## config.mk

```make
export PLATFORM = sky130hd
export DESIGN_NAME = rps_sequencer
export DESIGN_NICKNAME = d
export VERILOG_FILES = /design/src/rps_pkg.sv /design/src/rps_timer.sv /design/src/rps_sequencer.sv
export SDC_FILE = /design/constraint.sdc
export NUM_CORES = 1
export LEC_CHECK = 0
export BUFFER_PORTS_ARGS = -buffer_cell sky130_fd_sc_hd__buf_2
export CORE_MARGIN = 10
export CORE_UTILIZATION = 40
export CTS_BUF_LIST = sky130_fd_sc_hd__clkbuf_2 sky130_fd_sc_hd__clkbuf_4 sky130_fd_sc_hd__clkbuf_8
export DETAILED_ROUTE_END_ITERATION = 10
export PLACE_DENSITY = 0.57
export SLEW_MARGIN = 20
export SYNTH_ARGS = -nofsm -noshare
export SYNTH_HDL_FRONTEND = slang
export SYNTH_HIERARCHICAL = 1
export SYNTH_SLANG_ARGS = --single-unit
```

## constraint.sdc

```tcl
create_clock -name clk_sys -period 9.81 [get_ports clk_sys]
set_input_delay 0.981 -clock clk_sys [delete_from_list [all_inputs] [get_ports clk_sys]]
set_output_delay 0.981 -clock clk_sys [all_outputs]
set_load 0.01 [all_outputs]
```

## src/rps_pkg.sv

```systemverilog
// Purpose: shared constants and types of the railroad preemption sequencer
// Assumes: 100 MHz clk_sys, one common timing tick for all interval timers
// Notes:   timing values are counts of ticks; register offsets are bytes
package rps_pkg;

  localparam int unsigned RPS_CLK_HZ     = 100_000_000;
  localparam int unsigned RPS_TICK_MS    = 100;
  localparam int unsigned RPS_TICK_CYC   = RPS_CLK_HZ / 1000 * RPS_TICK_MS;
  localparam int unsigned RPS_ONE_SEC_MS = 1000;
  localparam int unsigned RPS_TW         = 16;

  localparam logic [15:0] RPS_SEC_TICKS  = 16'(RPS_ONE_SEC_MS / RPS_TICK_MS);
  localparam logic [15:0] RPS_FAIL_TICKS = 16'(RPS_ONE_SEC_MS / RPS_TICK_MS + 1);

  // register offsets
  localparam logic [7:0] RPS_A_CTRL    = 8'h00;
  localparam logic [7:0] RPS_A_DELAY   = 8'h04;
  localparam logic [7:0] RPS_A_MINGRN  = 8'h08;
  localparam logic [7:0] RPS_A_TCG     = 8'h0c;
  localparam logic [7:0] RPS_A_MINHOLD = 8'h10;
  localparam logic [7:0] RPS_A_EXT     = 8'h14;
  localparam logic [7:0] RPS_A_OVLP    = 8'h18;
  localparam logic [7:0] RPS_A_CLR     = 8'h1c;
  localparam logic [7:0] RPS_A_CYC     = 8'h20;
  localparam logic [7:0] RPS_A_HOLDPH  = 8'h24;
  localparam logic [7:0] RPS_A_CRCDB   = 8'h28;
  localparam logic [7:0] RPS_A_STATUS  = 8'h2c;
  localparam logic [7:0] RPS_A_ALARM   = 8'h30;

  // values after reset
  localparam logic [4:0]  RPS_R_CTRL    = 5'h00;
  localparam logic [15:0] RPS_R_DELAY   = RPS_SEC_TICKS;
  localparam logic [15:0] RPS_R_MINGRN  = RPS_SEC_TICKS;
  localparam logic [15:0] RPS_R_TCG     = 16'h0064;
  localparam logic [15:0] RPS_R_MINHOLD = 16'h00c8;
  localparam logic [15:0] RPS_R_EXT     = 16'h0032;
  localparam logic [15:0] RPS_R_OVLP    = 16'h0032;
  localparam logic [15:0] RPS_R_CLR     = 16'h0028;
  localparam logic [15:0] RPS_R_CYC     = 16'h0064;
  localparam logic [7:0]  RPS_R_HOLDPH  = 8'h01;
  localparam logic [15:0] RPS_R_CRCDB   = 16'h0000;
  // pins at idle: secondary input on, module present, 24 V good
  localparam logic [22:0] RPS_R_SYNC    = 23'h190000;

  localparam logic [1:0] RPS_HM_REST   = 2'h0;
  localparam logic [1:0] RPS_HM_CYCLE  = 2'h1;
  localparam logic [1:0] RPS_HM_ALLRED = 2'h2;

  typedef enum logic [6:0] {
    S_IDLE   = 7'h01,
    S_MINGRN = 7'h02,
    S_PRECLR = 7'h04,
    S_TCG    = 7'h08,
    S_HOLD   = 7'h10,
    S_EXTEND = 7'h20,
    S_FLASH  = 7'h40
  } rps_state_t;

  typedef struct packed {
    logic       presig;
    logic       secure;
    logic [1:0] holdMode;
    logic       nonLock;
  } rps_ctrl_t;

  typedef struct packed {
    logic v24Fail;
    logic crcFail;
    logic autoFlash;
    logic inFail;
    logic pre1Act;
  } rps_alarm_t;

endpackage : rps_pkg

```

## src/rps_timer.sv

```systemverilog
// Purpose: loadable down-counter of timing ticks
// Assumes: tick is a one-cycle pulse on clk_sys
// Notes:   done is high while the count is zero; a load lands next edge
`timescale 1ns/1ns
module rps_timer #(
  parameter int unsigned W = 16
) (
  input  wire logic         clk_sys,
  input  wire logic         rst,
  input  wire logic         tick,
  input  wire logic         load,
  input  wire logic         run,
  input  wire logic [W-1:0] val,
  output logic              done
);

  logic [W-1:0] cnt_q;

  always_ff @(posedge clk_sys or posedge rst) begin
    if (rst) begin
      cnt_q <= '0;
    end else if (load) begin
      cnt_q <= val;
    end else if (run && tick && cnt_q != '0) begin
      cnt_q <= cnt_q - W'(1);
    end
  end

  // done must not depend on load: callers derive load from done
  assign done = (cnt_q == '0);

endmodule : rps_timer

```

## src/rps_sequencer.sv

```systemverilog
// Purpose: railroad preemption sequencing, input checks, check value watch
// Assumes: pins are asynchronous; phaseStart, intGreenEndReq, tcgOnIn and
//          otherPreReq come from controller logic on clk_sys
// Notes:   all intervals count the common tick; registers on a plain port
`timescale 1ns/1ns
module rps_sequencer import rps_pkg::*; #(
  parameter int unsigned TICK_CYCLES = RPS_TICK_CYC
) (
  input  wire logic        clk_sys,
  input  wire logic        rst,
  input  wire logic [7:0]  addr,
  input  wire logic [31:0] wrData,
  input  wire logic        wrEn,
  input  wire logic        rdEn,
  input  wire logic        busRemote,
  output logic      [31:0] rdData,
  input  wire logic        railPre1In,
  input  wire logic        railPre2In,
  input  wire logic        railPre2SecIn,
  input  wire logic        crcPresentIn,
  input  wire logic [15:0] crcModIn,
  input  wire logic        dbUnlockIn,
  input  wire logic        usbKeyIn,
  input  wire logic        volt24OkIn,
  input  wire logic        phaseStart,
  input  wire logic        intGreenEndReq,
  input  wire logic        tcgOnIn,
  input  wire logic        otherPreReq,
  output logic             phaseTerm,
  output logic             tcGreen,
  output logic      [7:0]  holdPhase,
  output logic             allRed,
  output logic             preSigGreen,
  output logic             preSigClear,
  output logic             intGreenEnd,
  output logic             otherPreGrant,
  output logic             blankOn,
  output logic             fmOk,
  output logic             forceFlash,
  output logic             alarmOut
);

  // pin synchronisers
  logic [22:0] syncA_q, syncB_q;
  logic        sup, pre2, pre2Sec, crcPres, unlocked, usbKey, v24Ok;
  logic [15:0] crcMod;

  always_ff @(posedge clk_sys or posedge rst) begin
    if (rst) begin
      // idle levels, so no false input failure or module fault at start
      syncA_q <= RPS_R_SYNC;
      syncB_q <= RPS_R_SYNC;
    end else begin
      syncA_q <= {railPre1In, railPre2In, railPre2SecIn, crcPresentIn,
                  dbUnlockIn, usbKeyIn, volt24OkIn, crcModIn};
      syncB_q <= syncA_q;
    end
  end
  assign {sup, pre2, pre2Sec, crcPres, unlocked, usbKey, v24Ok, crcMod} =
    syncB_q;

  // common timing tick
  logic [31:0] tickCnt_q;
  logic        tick;

  always_ff @(posedge clk_sys or posedge rst) begin
    if (rst) begin
      tickCnt_q <= '0;
    end else if (tick) begin
      tickCnt_q <= '0;
    end else begin
      tickCnt_q <= tickCnt_q + 32'h1;
    end
  end
  assign tick = (tickCnt_q == 32'(TICK_CYCLES - 1));

  // software registers
  rps_ctrl_t   ctrl_q;
  rps_alarm_t  alarm_q, alarmSet;
  logic [15:0] delay_q, minGrn_q, tcgT_q, minHold_q, ext_q, ovlp_q;
  logic [15:0] clr_q, cyc_q, crcDb_q;
  logic [7:0]  holdPh_q;
  logic        wrOk;

  assign wrOk = wrEn && !(ctrl_q.secure && busRemote);

  always_ff @(posedge clk_sys or posedge rst) begin
    if (rst) begin
      ctrl_q    <= RPS_R_CTRL;
      delay_q   <= RPS_R_DELAY;
      minGrn_q  <= RPS_R_MINGRN;
      tcgT_q    <= RPS_R_TCG;
      minHold_q <= RPS_R_MINHOLD;
      ext_q     <= RPS_R_EXT;
      ovlp_q    <= RPS_R_OVLP;
      clr_q     <= RPS_R_CLR;
      cyc_q     <= RPS_R_CYC;
      holdPh_q  <= RPS_R_HOLDPH;
      crcDb_q   <= RPS_R_CRCDB;
    end else if (wrOk) begin
      case (addr)
        RPS_A_CTRL:    ctrl_q    <= wrData[4:0];
        RPS_A_DELAY:   delay_q   <= wrData[15:0];
        RPS_A_MINGRN:  minGrn_q  <= wrData[15:0];
        RPS_A_TCG:     tcgT_q    <= wrData[15:0];
        RPS_A_MINHOLD: minHold_q <= wrData[15:0];
        RPS_A_EXT:     ext_q     <= wrData[15:0];
        RPS_A_OVLP:    ovlp_q    <= wrData[15:0];
        RPS_A_CLR:     clr_q     <= wrData[15:0];
        RPS_A_CYC:     cyc_q     <= wrData[15:0];
        RPS_A_HOLDPH:  holdPh_q  <= wrData[7:0];
        RPS_A_CRCDB:   crcDb_q   <= wrData[15:0];
        default: ;
      endcase
    end
  end

  // demand filters and input supervision
  logic demDone, supDone, misDone, mis, dem, supQ, dem_q, sup_q;
  logic demRise, supRise, failLat_q, reqLat_q, req, flashPend, goPre;

  assign mis = (pre2 == pre2Sec);

  rps_timer #(.W(RPS_TW)) uDem (.clk_sys(clk_sys), .rst(rst), .tick(tick),
    .load(!pre2), .run(1'b1), .val(delay_q), .done(demDone));
  rps_timer #(.W(RPS_TW)) uSup (.clk_sys(clk_sys), .rst(rst), .tick(tick),
    .load(!sup), .run(1'b1), .val(delay_q), .done(supDone));
  rps_timer #(.W(RPS_TW)) uMis (.clk_sys(clk_sys), .rst(rst), .tick(tick),
    .load(!mis), .run(1'b1), .val(RPS_FAIL_TICKS), .done(misDone));

  assign dem     = pre2 && demDone;
  assign supQ    = sup && supDone;
  assign demRise = dem && !dem_q;
  assign supRise = supQ && !sup_q;

  always_ff @(posedge clk_sys or posedge rst) begin
    if (rst) begin
      dem_q <= 1'b0;
      sup_q <= 1'b0;
    end else begin
      dem_q <= dem;
      sup_q <= supQ;
    end
  end

  // input failure needs a manual reset
  always_ff @(posedge clk_sys or posedge rst) begin
    if (rst) begin
      failLat_q <= 1'b0;
    end else if (mis && misDone) begin
      failLat_q <= 1'b1;
    end
  end

  rps_state_t st_q, nxt;

  // locking demand memory; a new demand wins over the clear
  always_ff @(posedge clk_sys or posedge rst) begin
    if (rst) begin
      reqLat_q <= 1'b0;
    end else if (demRise && !ctrl_q.nonLock) begin
      reqLat_q <= 1'b1;
    end else if (st_q == S_TCG || ctrl_q.nonLock) begin
      reqLat_q <= 1'b0;
    end
  end

  assign req       = ctrl_q.nonLock ? dem : (reqLat_q || dem);
  assign flashPend = failLat_q || supQ;
  assign goPre     = req || flashPend;

  // sequence and auxiliary timers
  logic        seqLoad, seqDone, mgDone, ovlDone, cycDone, crcDone;
  logic [15:0] seqVal;
  logic        ovlActive_q, ovlLoad;

  rps_timer #(.W(RPS_TW)) uSeq (.clk_sys(clk_sys), .rst(rst), .tick(tick),
    .load(seqLoad), .run(1'b1), .val(seqVal), .done(seqDone));
  rps_timer #(.W(RPS_TW)) uMg (.clk_sys(clk_sys), .rst(rst), .tick(tick),
    .load(phaseStart), .run(1'b1), .val(minGrn_q), .done(mgDone));
  rps_timer #(.W(RPS_TW)) uOvl (.clk_sys(clk_sys), .rst(rst), .tick(tick),
    .load(ovlLoad), .run(ovlActive_q), .val(ovlp_q), .done(ovlDone));
  rps_timer #(.W(RPS_TW)) uCyc (.clk_sys(clk_sys), .rst(rst), .tick(tick),
    .load(cycDone), .run(1'b1), .val(cyc_q), .done(cycDone));
  rps_timer #(.W(RPS_TW)) uCrc (.clk_sys(clk_sys), .rst(rst), .tick(tick),
    .load(crcDone), .run(1'b1), .val(RPS_SEC_TICKS), .done(crcDone));

  always_comb begin
    nxt     = st_q;
    seqLoad = 1'b0;
    seqVal  = tcgT_q;
    case (st_q)
      S_IDLE: begin
        if (goPre && ovlActive_q) begin
          nxt     = S_PRECLR;
          seqLoad = 1'b1;
          seqVal  = clr_q;
        end else if (goPre) begin
          nxt = S_MINGRN;
        end
      end
      S_MINGRN: begin
        if (ctrl_q.nonLock && !dem && !flashPend) begin
          nxt = S_IDLE;
        end else if (mgDone) begin
          nxt     = S_TCG;
          seqLoad = 1'b1;
        end
      end
      S_PRECLR: begin
        if (seqDone) begin
          nxt     = S_TCG;
          seqLoad = 1'b1;
        end
      end
      S_TCG: begin
        if (demRise || supRise) begin
          seqLoad = 1'b1;
        end else if (seqDone && flashPend) begin
          nxt = S_FLASH;
        end else if (seqDone) begin
          nxt     = S_HOLD;
          seqLoad = 1'b1;
          seqVal  = minHold_q;
        end
      end
      S_HOLD: begin
        if (demRise || supRise) begin
          nxt     = S_TCG;
          seqLoad = 1'b1;
        end else if (seqDone && !dem) begin
          nxt     = S_EXTEND;
          seqLoad = 1'b1;
          seqVal  = ext_q;
        end
      end
      S_EXTEND: begin
        if (demRise || supRise) begin
          nxt     = S_TCG;
          seqLoad = 1'b1;
        end else if (seqDone) begin
          nxt = S_IDLE;
        end
      end
      S_FLASH: begin
        if (!flashPend) begin
          nxt = S_IDLE;
        end
      end
      default: nxt = S_IDLE;
    endcase
  end

  always_ff @(posedge clk_sys or posedge rst) begin
    if (rst) begin
      st_q <= S_IDLE;
    end else begin
      st_q <= nxt;
    end
  end

  // timed overlap of the pre-signal
  logic preSigOff_q;

  assign ovlLoad = intGreenEndReq && ctrl_q.presig && st_q == S_IDLE &&
                   !ovlActive_q;

  always_ff @(posedge clk_sys or posedge rst) begin
    if (rst) begin
      ovlActive_q <= 1'b0;
    end else if (ovlLoad) begin
      ovlActive_q <= 1'b1;
    end else if (ovlDone || nxt == S_PRECLR) begin
      ovlActive_q <= 1'b0;
    end
  end

  always_ff @(posedge clk_sys or posedge rst) begin
    if (rst) begin
      preSigOff_q <= 1'b0;
    end else if (ovlLoad) begin
      preSigOff_q <= 1'b1;
    end else if (phaseStart) begin
      preSigOff_q <= 1'b0;
    end
  end

  // hold display: rest, cycle among allowed phases, or all-red
  logic [2:0] cycIdx_q;
  logic [7:0] cycSel;

  assign cycSel = holdPh_q & (8'h01 << cycIdx_q);

  always_ff @(posedge clk_sys or posedge rst) begin
    if (rst) begin
      cycIdx_q <= '0;
    end else if (cycDone || cycSel == 8'h00) begin
      cycIdx_q <= cycIdx_q + 3'h1;
    end
  end

  // signal outputs
  logic inHold;
  assign inHold = (nxt == S_HOLD || nxt == S_EXTEND);

  always_ff @(posedge clk_sys or posedge rst) begin
    if (rst) begin
      phaseTerm     <= 1'b0;
      tcGreen       <= 1'b0;
      holdPhase     <= 8'h00;
      allRed        <= 1'b0;
      preSigGreen   <= 1'b0;
      preSigClear   <= 1'b0;
      intGreenEnd   <= 1'b0;
      otherPreGrant <= 1'b0;
      blankOn       <= 1'b0;
    end else begin
      phaseTerm   <= (st_q == S_MINGRN || st_q == S_IDLE) &&
                     (nxt == S_TCG || nxt == S_PRECLR);
      tcGreen     <= (nxt == S_TCG) ||
                     (tcgOnIn && (nxt == S_MINGRN || nxt == S_PRECLR));
      holdPhase   <= !inHold ? 8'h00 :
                     ctrl_q.holdMode == RPS_HM_REST  ? holdPh_q :
                     ctrl_q.holdMode == RPS_HM_CYCLE ? cycSel : 8'h00;
      allRed      <= inHold && ctrl_q.holdMode == RPS_HM_ALLRED;
      preSigGreen <= ctrl_q.presig && nxt == S_IDLE && !preSigOff_q;
      preSigClear <= nxt == S_PRECLR;
      intGreenEnd <= ctrl_q.presig ? (ovlActive_q && ovlDone)
                                   : (intGreenEndReq && st_q == S_IDLE);
      otherPreGrant <= otherPreReq && st_q == S_IDLE && !goPre &&
                       !ovlActive_q;
      blankOn     <= pre2;
    end
  end

  // check value supervision and lock handling
  logic crcFault_q, restartPend_q;

  always_ff @(posedge clk_sys or posedge rst) begin
    if (rst) begin
      crcFault_q    <= 1'b0;
      restartPend_q <= 1'b0;
      fmOk          <= 1'b0;
    end else begin
      if (!unlocked && !restartPend_q &&
          ((crcDone && crcMod != crcDb_q) || !crcPres)) begin
        crcFault_q <= 1'b1;
      end
      if (unlocked) begin
        restartPend_q <= 1'b1;
      end
      if (unlocked) begin
        fmOk <= 1'b0;
      end else if (crcPres && !usbKey) begin
        fmOk <= 1'b1;
      end
    end
  end

  always_ff @(posedge clk_sys or posedge rst) begin
    if (rst) begin
      forceFlash <= 1'b0;
    end else begin
      forceFlash <= st_q == S_FLASH || crcFault_q || restartPend_q ||
                    unlocked;
    end
  end

  // sticky alarms, write one to clear, a new event wins
  assign alarmSet = '{v24Fail: !v24Ok, crcFail: crcFault_q,
                      autoFlash: forceFlash, inFail: failLat_q,
                      pre1Act: supQ};

  always_ff @(posedge clk_sys or posedge rst) begin
    if (rst) begin
      alarm_q  <= '0;
      alarmOut <= 1'b0;
    end else begin
      if (wrEn && addr == RPS_A_ALARM) begin
        alarm_q <= (alarm_q & ~wrData[4:0]) | alarmSet;
      end else begin
        alarm_q <= alarm_q | alarmSet;
      end
      alarmOut <= |alarm_q;
    end
  end

  // read port, data one cycle after the strobe
  always_ff @(posedge clk_sys or posedge rst) begin
    if (rst) begin
      rdData <= '0;
    end else if (rdEn) begin
      case (addr)
        RPS_A_CTRL:    rdData <= {27'h0, ctrl_q};
        RPS_A_DELAY:   rdData <= {16'h0, delay_q};
        RPS_A_MINGRN:  rdData <= {16'h0, minGrn_q};
        RPS_A_TCG:     rdData <= {16'h0, tcgT_q};
        RPS_A_MINHOLD: rdData <= {16'h0, minHold_q};
        RPS_A_EXT:     rdData <= {16'h0, ext_q};
        RPS_A_OVLP:    rdData <= {16'h0, ovlp_q};
        RPS_A_CLR:     rdData <= {16'h0, clr_q};
        RPS_A_CYC:     rdData <= {16'h0, cyc_q};
        RPS_A_HOLDPH:  rdData <= {24'h0, holdPh_q};
        RPS_A_CRCDB:   rdData <= {16'h0, crcDb_q};
        RPS_A_STATUS:  rdData <= {16'h0, crcMod[7:0], 1'b0, st_q} |
                                 {16'h0, 8'h0, 8'h0} |
                                 {8'h0, ovlActive_q, fmOk, crcFault_q,
                                  restartPend_q, failLat_q, dem, supQ,
                                  crcPres, 16'h0};
        RPS_A_ALARM:   rdData <= {27'h0, alarm_q};
        default:       rdData <= 32'h0;
      endcase
    end else begin
      rdData <= 32'h0;
    end
  end

  // helper: ticks seen while the raw demand stays high
  logic [15:0] hiTicks_q;
  always_ff @(posedge clk_sys or posedge rst) begin
    if (rst) begin
      hiTicks_q <= '0;
    end else if (!pre2) begin
      hiTicks_q <= '0;
    end else if (tick && hiTicks_q != 16'hffff) begin
      hiTicks_q <= hiTicks_q + 16'h1;
    end
  end
endmodule : rps_sequencer

```

Word level (Yosys, flattened, before mapping) --
Cells that the tools add are included.
Storage, ports and cells: bits in registers 437, output and inout bits 51, logic and storage cells 277, input bits 72
Operators by class: equality and inequality tests 33, bitwise logic cells 6, shift operators 1, multiplexer cells 64, reduce and logical (&&, ||, !) cells 110, $add $sub $neg 10
Operator list (number):
- $mux 16 | 22
- $pmux 24 s13 | 1
- $logic_not 16->1 | 8
- $reduce_bool 16->1 | 8
- $sub 16x1->16 const B | 8
- $mux 7 | 13
- $mux 32 | 2
- $pmux 7 s7 | 1
- $pmux 16 s3 | 1
- $eq 8x6->1 const B | 5
- $logic_and 1x1->1 | 40
- $add 32x1->32 const B | 1
- $eq 32x24->1 const B | 1
- $eq 8x5->1 const B | 4
- $mux 8 | 3
- $or 16x24->24 | 1
- $reduce_and 2->1 | 11
- $mux 1 | 19
- $reduce_bool 2->1 | 9
- $eq 8x4->1 const B | 2
- $logic_not 8->1 | 2
- $logic_or 1x1->1 | 16
- $ne 16x16->1 | 1
- $eq 7x1->1 const B | 2
- 22 further kinds | 43

Depth between registers and ports, before layout --
word-level depth 12, depth in mapped cells 15, gate-level depth less buffers 14

Modules after synthesis --
Netlist, hierarchy kept.
By module, submodules not included:
- rps_sequencer | instances 1, seq. area each 7568.5 sq um, area an instance 13608.1 sq um, cells an instance 1102
- rps_timer at uCrc ... | instances 7, seq. area each 400.4 sq um, area an instance 1032.2 sq um, cells an instance 118
- rps_timer at uSup | instances 1, seq. area each 400.4 sq um, area an instance 987.2 sq um, cells an instance 104

Worst setup path before layout --
Ideal clock, no wire load.
kind flip-flop to flip-flop, from register tickCnt_q[0], to register uSup.cnt_q[5], cell stages (with the launch flop) 12, clock period less this slack 3.402 ns, slack 6.408 ns, arrival 3.320 ns, data required time 9.728 ns, path buffers 1, setup time 0.082 ns, cell sequence dfrtp_1 -> ha_1 -> inv_1 -> nor2_1 -> nand2_1 -> nor3_1 -> buf_2 -> nand2_1 -> nor4_1 -> o21ai_2 -> or4_1 -> a31oi_1
On the way: cells in the longest elaborated chain, start to end 3
RTL lines:
- start, declared | line rps_sequencer.sv:63 | logic [31:0] tickCnt_q;
- start signal, assigned | line rps_sequencer.sv:72 | tickCnt_q <= tickCnt_q + 32'h1;
- $eq 32x24->1 | line rps_sequencer.sv:75 | assign tick = (tickCnt_q == 32'(TICK_CYCLES - 1));
- via tick | line rps_sequencer.sv:64 | logic tick;
- $logic_and 1x1->1 | line rps_timer.sv:24 | end else if (run && tick && cnt_q != '0) begin
- $ne 2x1->1 (no source line)
- end signal, assigned | line rps_timer.sv:23 | cnt_q <= val;
- end signal, assigned | line rps_timer.sv:25 | cnt_q <= cnt_q - W'(1);
- end, declared | line rps_timer.sv:17 | logic [W-1:0] cnt_q;
The timed path passes the listed nets, and every way through them passes these cells. A chain may end at the register's enable or synchronous reset.

Worst setup path after layout --
from register uDem.cnt_q[0], to register uSeq.cnt_q[8]
On the way: cells in the longest elaborated chain, start to end 9, elaborated cells between the ends (all ways) 26, those cells by class mux (14); reduce/logical (12)
RTL lines:
- start, declared | line rps_timer.sv:17
- start signal, assigned | line rps_timer.sv:23
- start signal, assigned | line rps_timer.sv:25
- $logic_not 16->1 * | line rps_timer.sv:30 | assign done = (cnt_q == '0);
- via demDone | line rps_sequencer.sv:119 | logic demDone, supDone, misDone, mis, dem, supQ, dem_q, sup_q;
- $logic_and 1x1->1 * | line rps_sequencer.sv:131 | assign dem = pre2 && demDone;
- $logic_or 1x1->1 | line rps_sequencer.sv:168 | assign req = ctrl_q.nonLock ? dem : (reqLat_q || dem);
- $mux 1 | line rps_sequencer.sv:168
- $logic_or 1x1->1 | line rps_sequencer.sv:170 | assign goPre = req || flashPend;
- $logic_and 1x1->1 | line rps_sequencer.sv:194 | if (goPre && ovlActive_q) begin
- $mux 1 | line rps_sequencer.sv:194
- $pmux 1 s6 * | line rps_sequencer.sv:192 | case (st_q)
- via seqLoad | line rps_sequencer.sv:173 | logic seqLoad, seqDone, mgDone, ovlDone, cycDone, crcDone;
- $mux 16 or $reduce_bool 2->1 (tied branches)
- end signal, assigned | line rps_timer.sv:23
- end signal, assigned | line rps_timer.sv:25
- end, declared | line rps_timer.sv:17
The timed path passes the listed nets; every way through them passes the cells marked *.

==> tab_implementation.tex <==
\begin{tabular}{lr}
\hline
Metric & Value \\
\hline
\multicolumn{2}{l}{\textbf{Hold path}} \\
\quad Worst hold start & syncA\_q[14] \\
\quad Min-Delay Path Depth & 0 \\
\quad Type of the worst min-delay path & reg -> reg \\
\quad Sink of the worst hold path & syncB\_q[14] \\
\multicolumn{2}{l}{\textbf{Cells and area}} \\
\quad Final Core Density & 46.0\% \\
\quad Share of layout cells above drive strength 1 & between 20\% and 30\% \\
\quad Leading cell type in the layout, fill and taps excluded & dfrtp\_1 \\
\quad Count of non-filler cells in the finished layout & between 2,000 and 3,000 \\
\quad Fill cells & 5,104 \\
\quad Combined area of the multi-input logic cells & 10,500 um2 \\
\quad Post-route cell area & 24,800 um2 \\
\quad Final net count & between 2,000 and 2,500 \\
\quad Flip-flop and latch area & around 11,000 um2 \\
\quad Most used cells in the layout excluding fill and tap cells & 400 x dfrtp\_1, 155 x mux2\_2, 131 x nor2\_1, 117 x nand2\_1, 98 x buf\_2 \\
\quad Area Overhead vs Synth & 13.6\% \\
\multicolumn{2}{l}{\textbf{Drt}} \\
\quad Number of optimization iterations in the first detailed-route pass & 6 \\
\quad Vias after detailed routing & 17,700 \\
\quad DRC Markers & 0 \\
\quad Initial DRC Count & 1,477 \\
\quad Routed wirelength normalized by instance count & $\sim$23 um \\
\quad Total wire length & 66,800 um \\
\quad Antenna Nets Post-Route & 0 \\
\quad Detailed-route vias per instance & between 6 and 7 \\
\multicolumn{2}{l}{\textbf{STA}} \\
\quad Post-route clock period utilization & $\sim$48\% \\
\quad Final number of hold-violating endpoints & 0 \\
\quad Final Slew Violations & 0 \\
\quad Clock skew after layout & $\sim$30 ps \\
\quad Number of failing setup endpoints in the final timing report & 0 \\
\quad Minimum clock period & between 4000 and 5000 ps \\
\quad Headroom to the max-slew limit & a little under a quarter \\
\quad RSZ-0062 raised after global routing & false \\
\quad FMAX & about 0.21 GHz \\
\quad Setup total negative slack & 0 ps \\
\quad Pin slew with the least headroom to its limit & roughly 1100 ps \\
\multicolumn{2}{l}{\textbf{GRT}} \\
\quad GRT Overall Usage & slightly above 20\% \\
\quad Maximum number of pins on one net before global-route repair & 180 \\
\quad Leftover overflow at the end of global routing & 0 \\
\quad Antenna violations before repair & 8 \\
\quad Vias in the first global route & between 15,000 and 20,000 \\
\quad Wire length of the first global-routing pass & between 100,000 and 150,000 um \\
\multicolumn{2}{l}{\textbf{Run}} \\
\quad Maximum Capacitance Violations & 0 \\
\multicolumn{2}{l}{\textbf{Critical path}} \\
\quad Slowest stage cell, crit path & nor4b\_1 \\
\quad Buffers and inverters on the worst path & 3 \\
\quad Type of origin of the critical path & register \\
\quad Most prevalent standard cell on the critical path & inv\_1 \\
\quad Chain of cells forming the critical path & inv\_1 > ha\_1 > nor4b\_1 > nand4\_1 > clkinv\_1 > nand2\_1 > a31o\_2 > o21ai\_0 > nand3b\_1 > inv\_1 > o311ai\_0 > a21boi\_0 > o41ai\_1 \\
\quad Number of stages on the worst setup path & 13 \\
\quad Worst reg2reg path startpoint & uDem/cnt\_q[0] \\
\quad FF-to-FF path depth & 13 \\
\quad Startpoint-to-endpoint class of the critical path & reg -> reg \\
\quad Largest stage delay on the critical path & 640 ps \\
\quad Crit. End Element & register \\
\quad Cell family with the largest share of critical-path delay & simple AND/OR/NAND/NOR gates \\
\quad Worst reg2reg path endpoint & uSeq/cnt\_q[8] \\
\quad Worst endpoint required time & 10,320 ps \\
\quad Data arrival time of the critical path & 5210 ps \\
\quad Register-to-Register Setup Slack & between 5000 and 6000 ps \\
\quad Highest net fanout along the worst path & 21 \\
\multicolumn{2}{l}{\textbf{Clocking}} \\
\quad Buffer cell driving the clock tree root & clkbuf\_8 \\
\quad Htree depth & 3 \\
\quad Worst skew pair latency & 660 ps \\
\quad Cells resized by post-CTS repair & 0 \\
\quad Hold buffers post-CTS & 0 \\
\quad Number of buffers on the longest clock path & 3 \\
\quad Number of buffers created by CTS & 77 \\
\quad CTS tree & built \\
\quad Setup Buffers After CTS & 0 \\
\quad Total clock sinks & 429 \\
\quad Clock-pin slew of the registers on the worst-case setup and hold paths & about 70 ps \\
\multicolumn{2}{l}{\textbf{Placed design}} \\
\quad Post-placement cell area & between 20,000 and 25,000 um2 \\
\quad Gp weighted congestion & 0.905 \\
\quad Detail Placement HPWL & 47,200 um \\
\quad PortBufs & 98 \\
\quad Placed cells & 2,806 \\
\multicolumn{2}{l}{\textbf{Die}} \\
\quad Effective utilization at floorplan & 40.5\% \\
\quad Floorplan core area & 53,900 um2 \\
\quad Die extent in y & roughly 250 um \\
\quad Count of boundary I/O pins & between 100 and 150 \\
\quad Die Wd & around 250 um \\
\quad Num rows & between 80 and 90 \\
\quad Die area & 64,300 um2 \\
\multicolumn{2}{l}{\textbf{Status}} \\
\quad Outcome & finished, final reports clean \\
\multicolumn{2}{l}{\textbf{Synthesis}} \\
\quad Total of flip-flops plus latches after synthesis & about 430 \\
\quad Number of enable-type register cells in the synthesized netlist & 0 \\
\quad Warnings, synthesis & 6 \\
\quad Cell area after synthesis & between 20,000 and 25,000 um2 \\
\quad Synth Area per Inst & approximately 11 um2 \\
\quad Synthesized instance count & 2,032 \\
\quad Predominant post-synthesis flop cell & dfrtp\_1 \\
\quad Portion of the post-synthesis area used by sequential elements & around 49\% \\
\quad Share of async-settable or async-resettable flops after synthesis & 100\% \\
\quad Post-synthesis cell type count & 95 \\
\multicolumn{2}{l}{\textbf{Pwr}} \\
\quad Total Power Consumption & 4.49 mW \\
\quad Power per cell area & $\sim$180 nW/um2 \\
\quad Leakage power figure & around 11 nW \\
\quad Largest vdd supply drop & approximately 130 uV \\
\hline
\end{tabular}
-- Yosys cell counts, types with 22 or more instances --
master	number	area, um2
xnor2_1	22	193
clkbuf_1	60	225
mux2_2	155	1750
nand3_1	60	300
o41ai_1	29	254
dfstp_2	29	762
and3_1	30	188
o31ai_1	24	180
nor3_1	31	155
a21oi_1	57	285
xor2_1	36	315
dfrtp_1	400	10000
inv_1	83	312
nand2_1	117	439
a22oi_1	35	263
nand4_1	32	200
a31oi_1	83	519
nor4_1	37	231
nor2_1	131	492
o21ai_0	79	395
buf_2	24	120
or4_1	51	383
-- cell type report --
class / count / share of cell area [%]
Clock inverter: 16 / 0.586
Sequential cell: 429 / 43.5
Multi-Input combinational cell: 1477 / 42.4
Antenna cell: 4 / 0.0404
Clock buffer: 125 / 6.13
Inverter: 90 / 1.39
Timing Repair Buffer: 114 / 2.51
Tap cell: 696 / 3.51
-- worst reg2reg max path: cells and delay by family (launching register included) --
kind	cells	cell delay [ps]
AO/OA/AOI/OAI	5	1200
adder cells (fa/ha/maj)	1	220
buffers and inverters	3	930
flip-flops	1	410
AND/OR/NAND/NOR	4	1790
-- metrics by stage --
stage	setup slack, ps	hold slack (ps)
finish	5110	339
global route	4660	352
CTS	5220	347
detailed placement	5230	335
global placement	5310	332
floorplan	559	331
-- worst max path at each step --
| stage | from | endpoint | slack [ps] |
|---|---|---|---|
| 3_3_place_gp | uSup/cnt_q[10] | uSeq/cnt_q[8] | 5310 |
| 2_1_floorplan | rst | alarmOut | 560 |
| 3_5_place_dp | uSup/cnt_q[10] | uSeq/cnt_q[8] | 5230 |
| 4_1_cts | uSup/cnt_q[10] | uSeq/cnt_q[8] | 5220 |
| 5_1_grt | uDem/cnt_q[0] | uSeq/cnt_q[8] | 4660 |
| 6_report | uDem/cnt_q[0] | uSeq/cnt_q[8] | 5110 |
-- cell families (layout without fill, tap and decap cells) --
logic type	after synthesis	in the layout	share of synthesized area [%]
xor gates and xnor gates	58	58	2.33
other	2	76	0.0344
muxes	177	177	9.11
adders and majority gates	15	15	0.860
AOI/OAI and AO/OA	514	514	17.2
DFF	429	429	49.4
buffers and inverters	196	345	3.90
and+or+nand+nor	641	641	17.2
-- per-layer routing --
layer	up-vias	wire length [um]	track usage, %
li1	8061	-	-
met2	610	29600	30.8
met3	166	5250	6.34
met5	-	65	0
met1	8884	29600	27.3
met4	8	2240	7.95
-- report_power, final --
group / internal, mW / leakage (nW) / total (mW) / switching, mW
clock: 1.03 / 0.876 / 1.80 / 0.764
combinational: 0.239 / 4.46 / 0.602 / 0.363
sequential: 1.91 / 5.42 / 2.09 / 0.174
-- state kept, by name, summed over array words and instances (netlist names), 23 cells and up --
register	count
syncA_q	23
syncB_q	23
tickCnt_q	32
rdData	24
(Power assumes the default switching activity.)
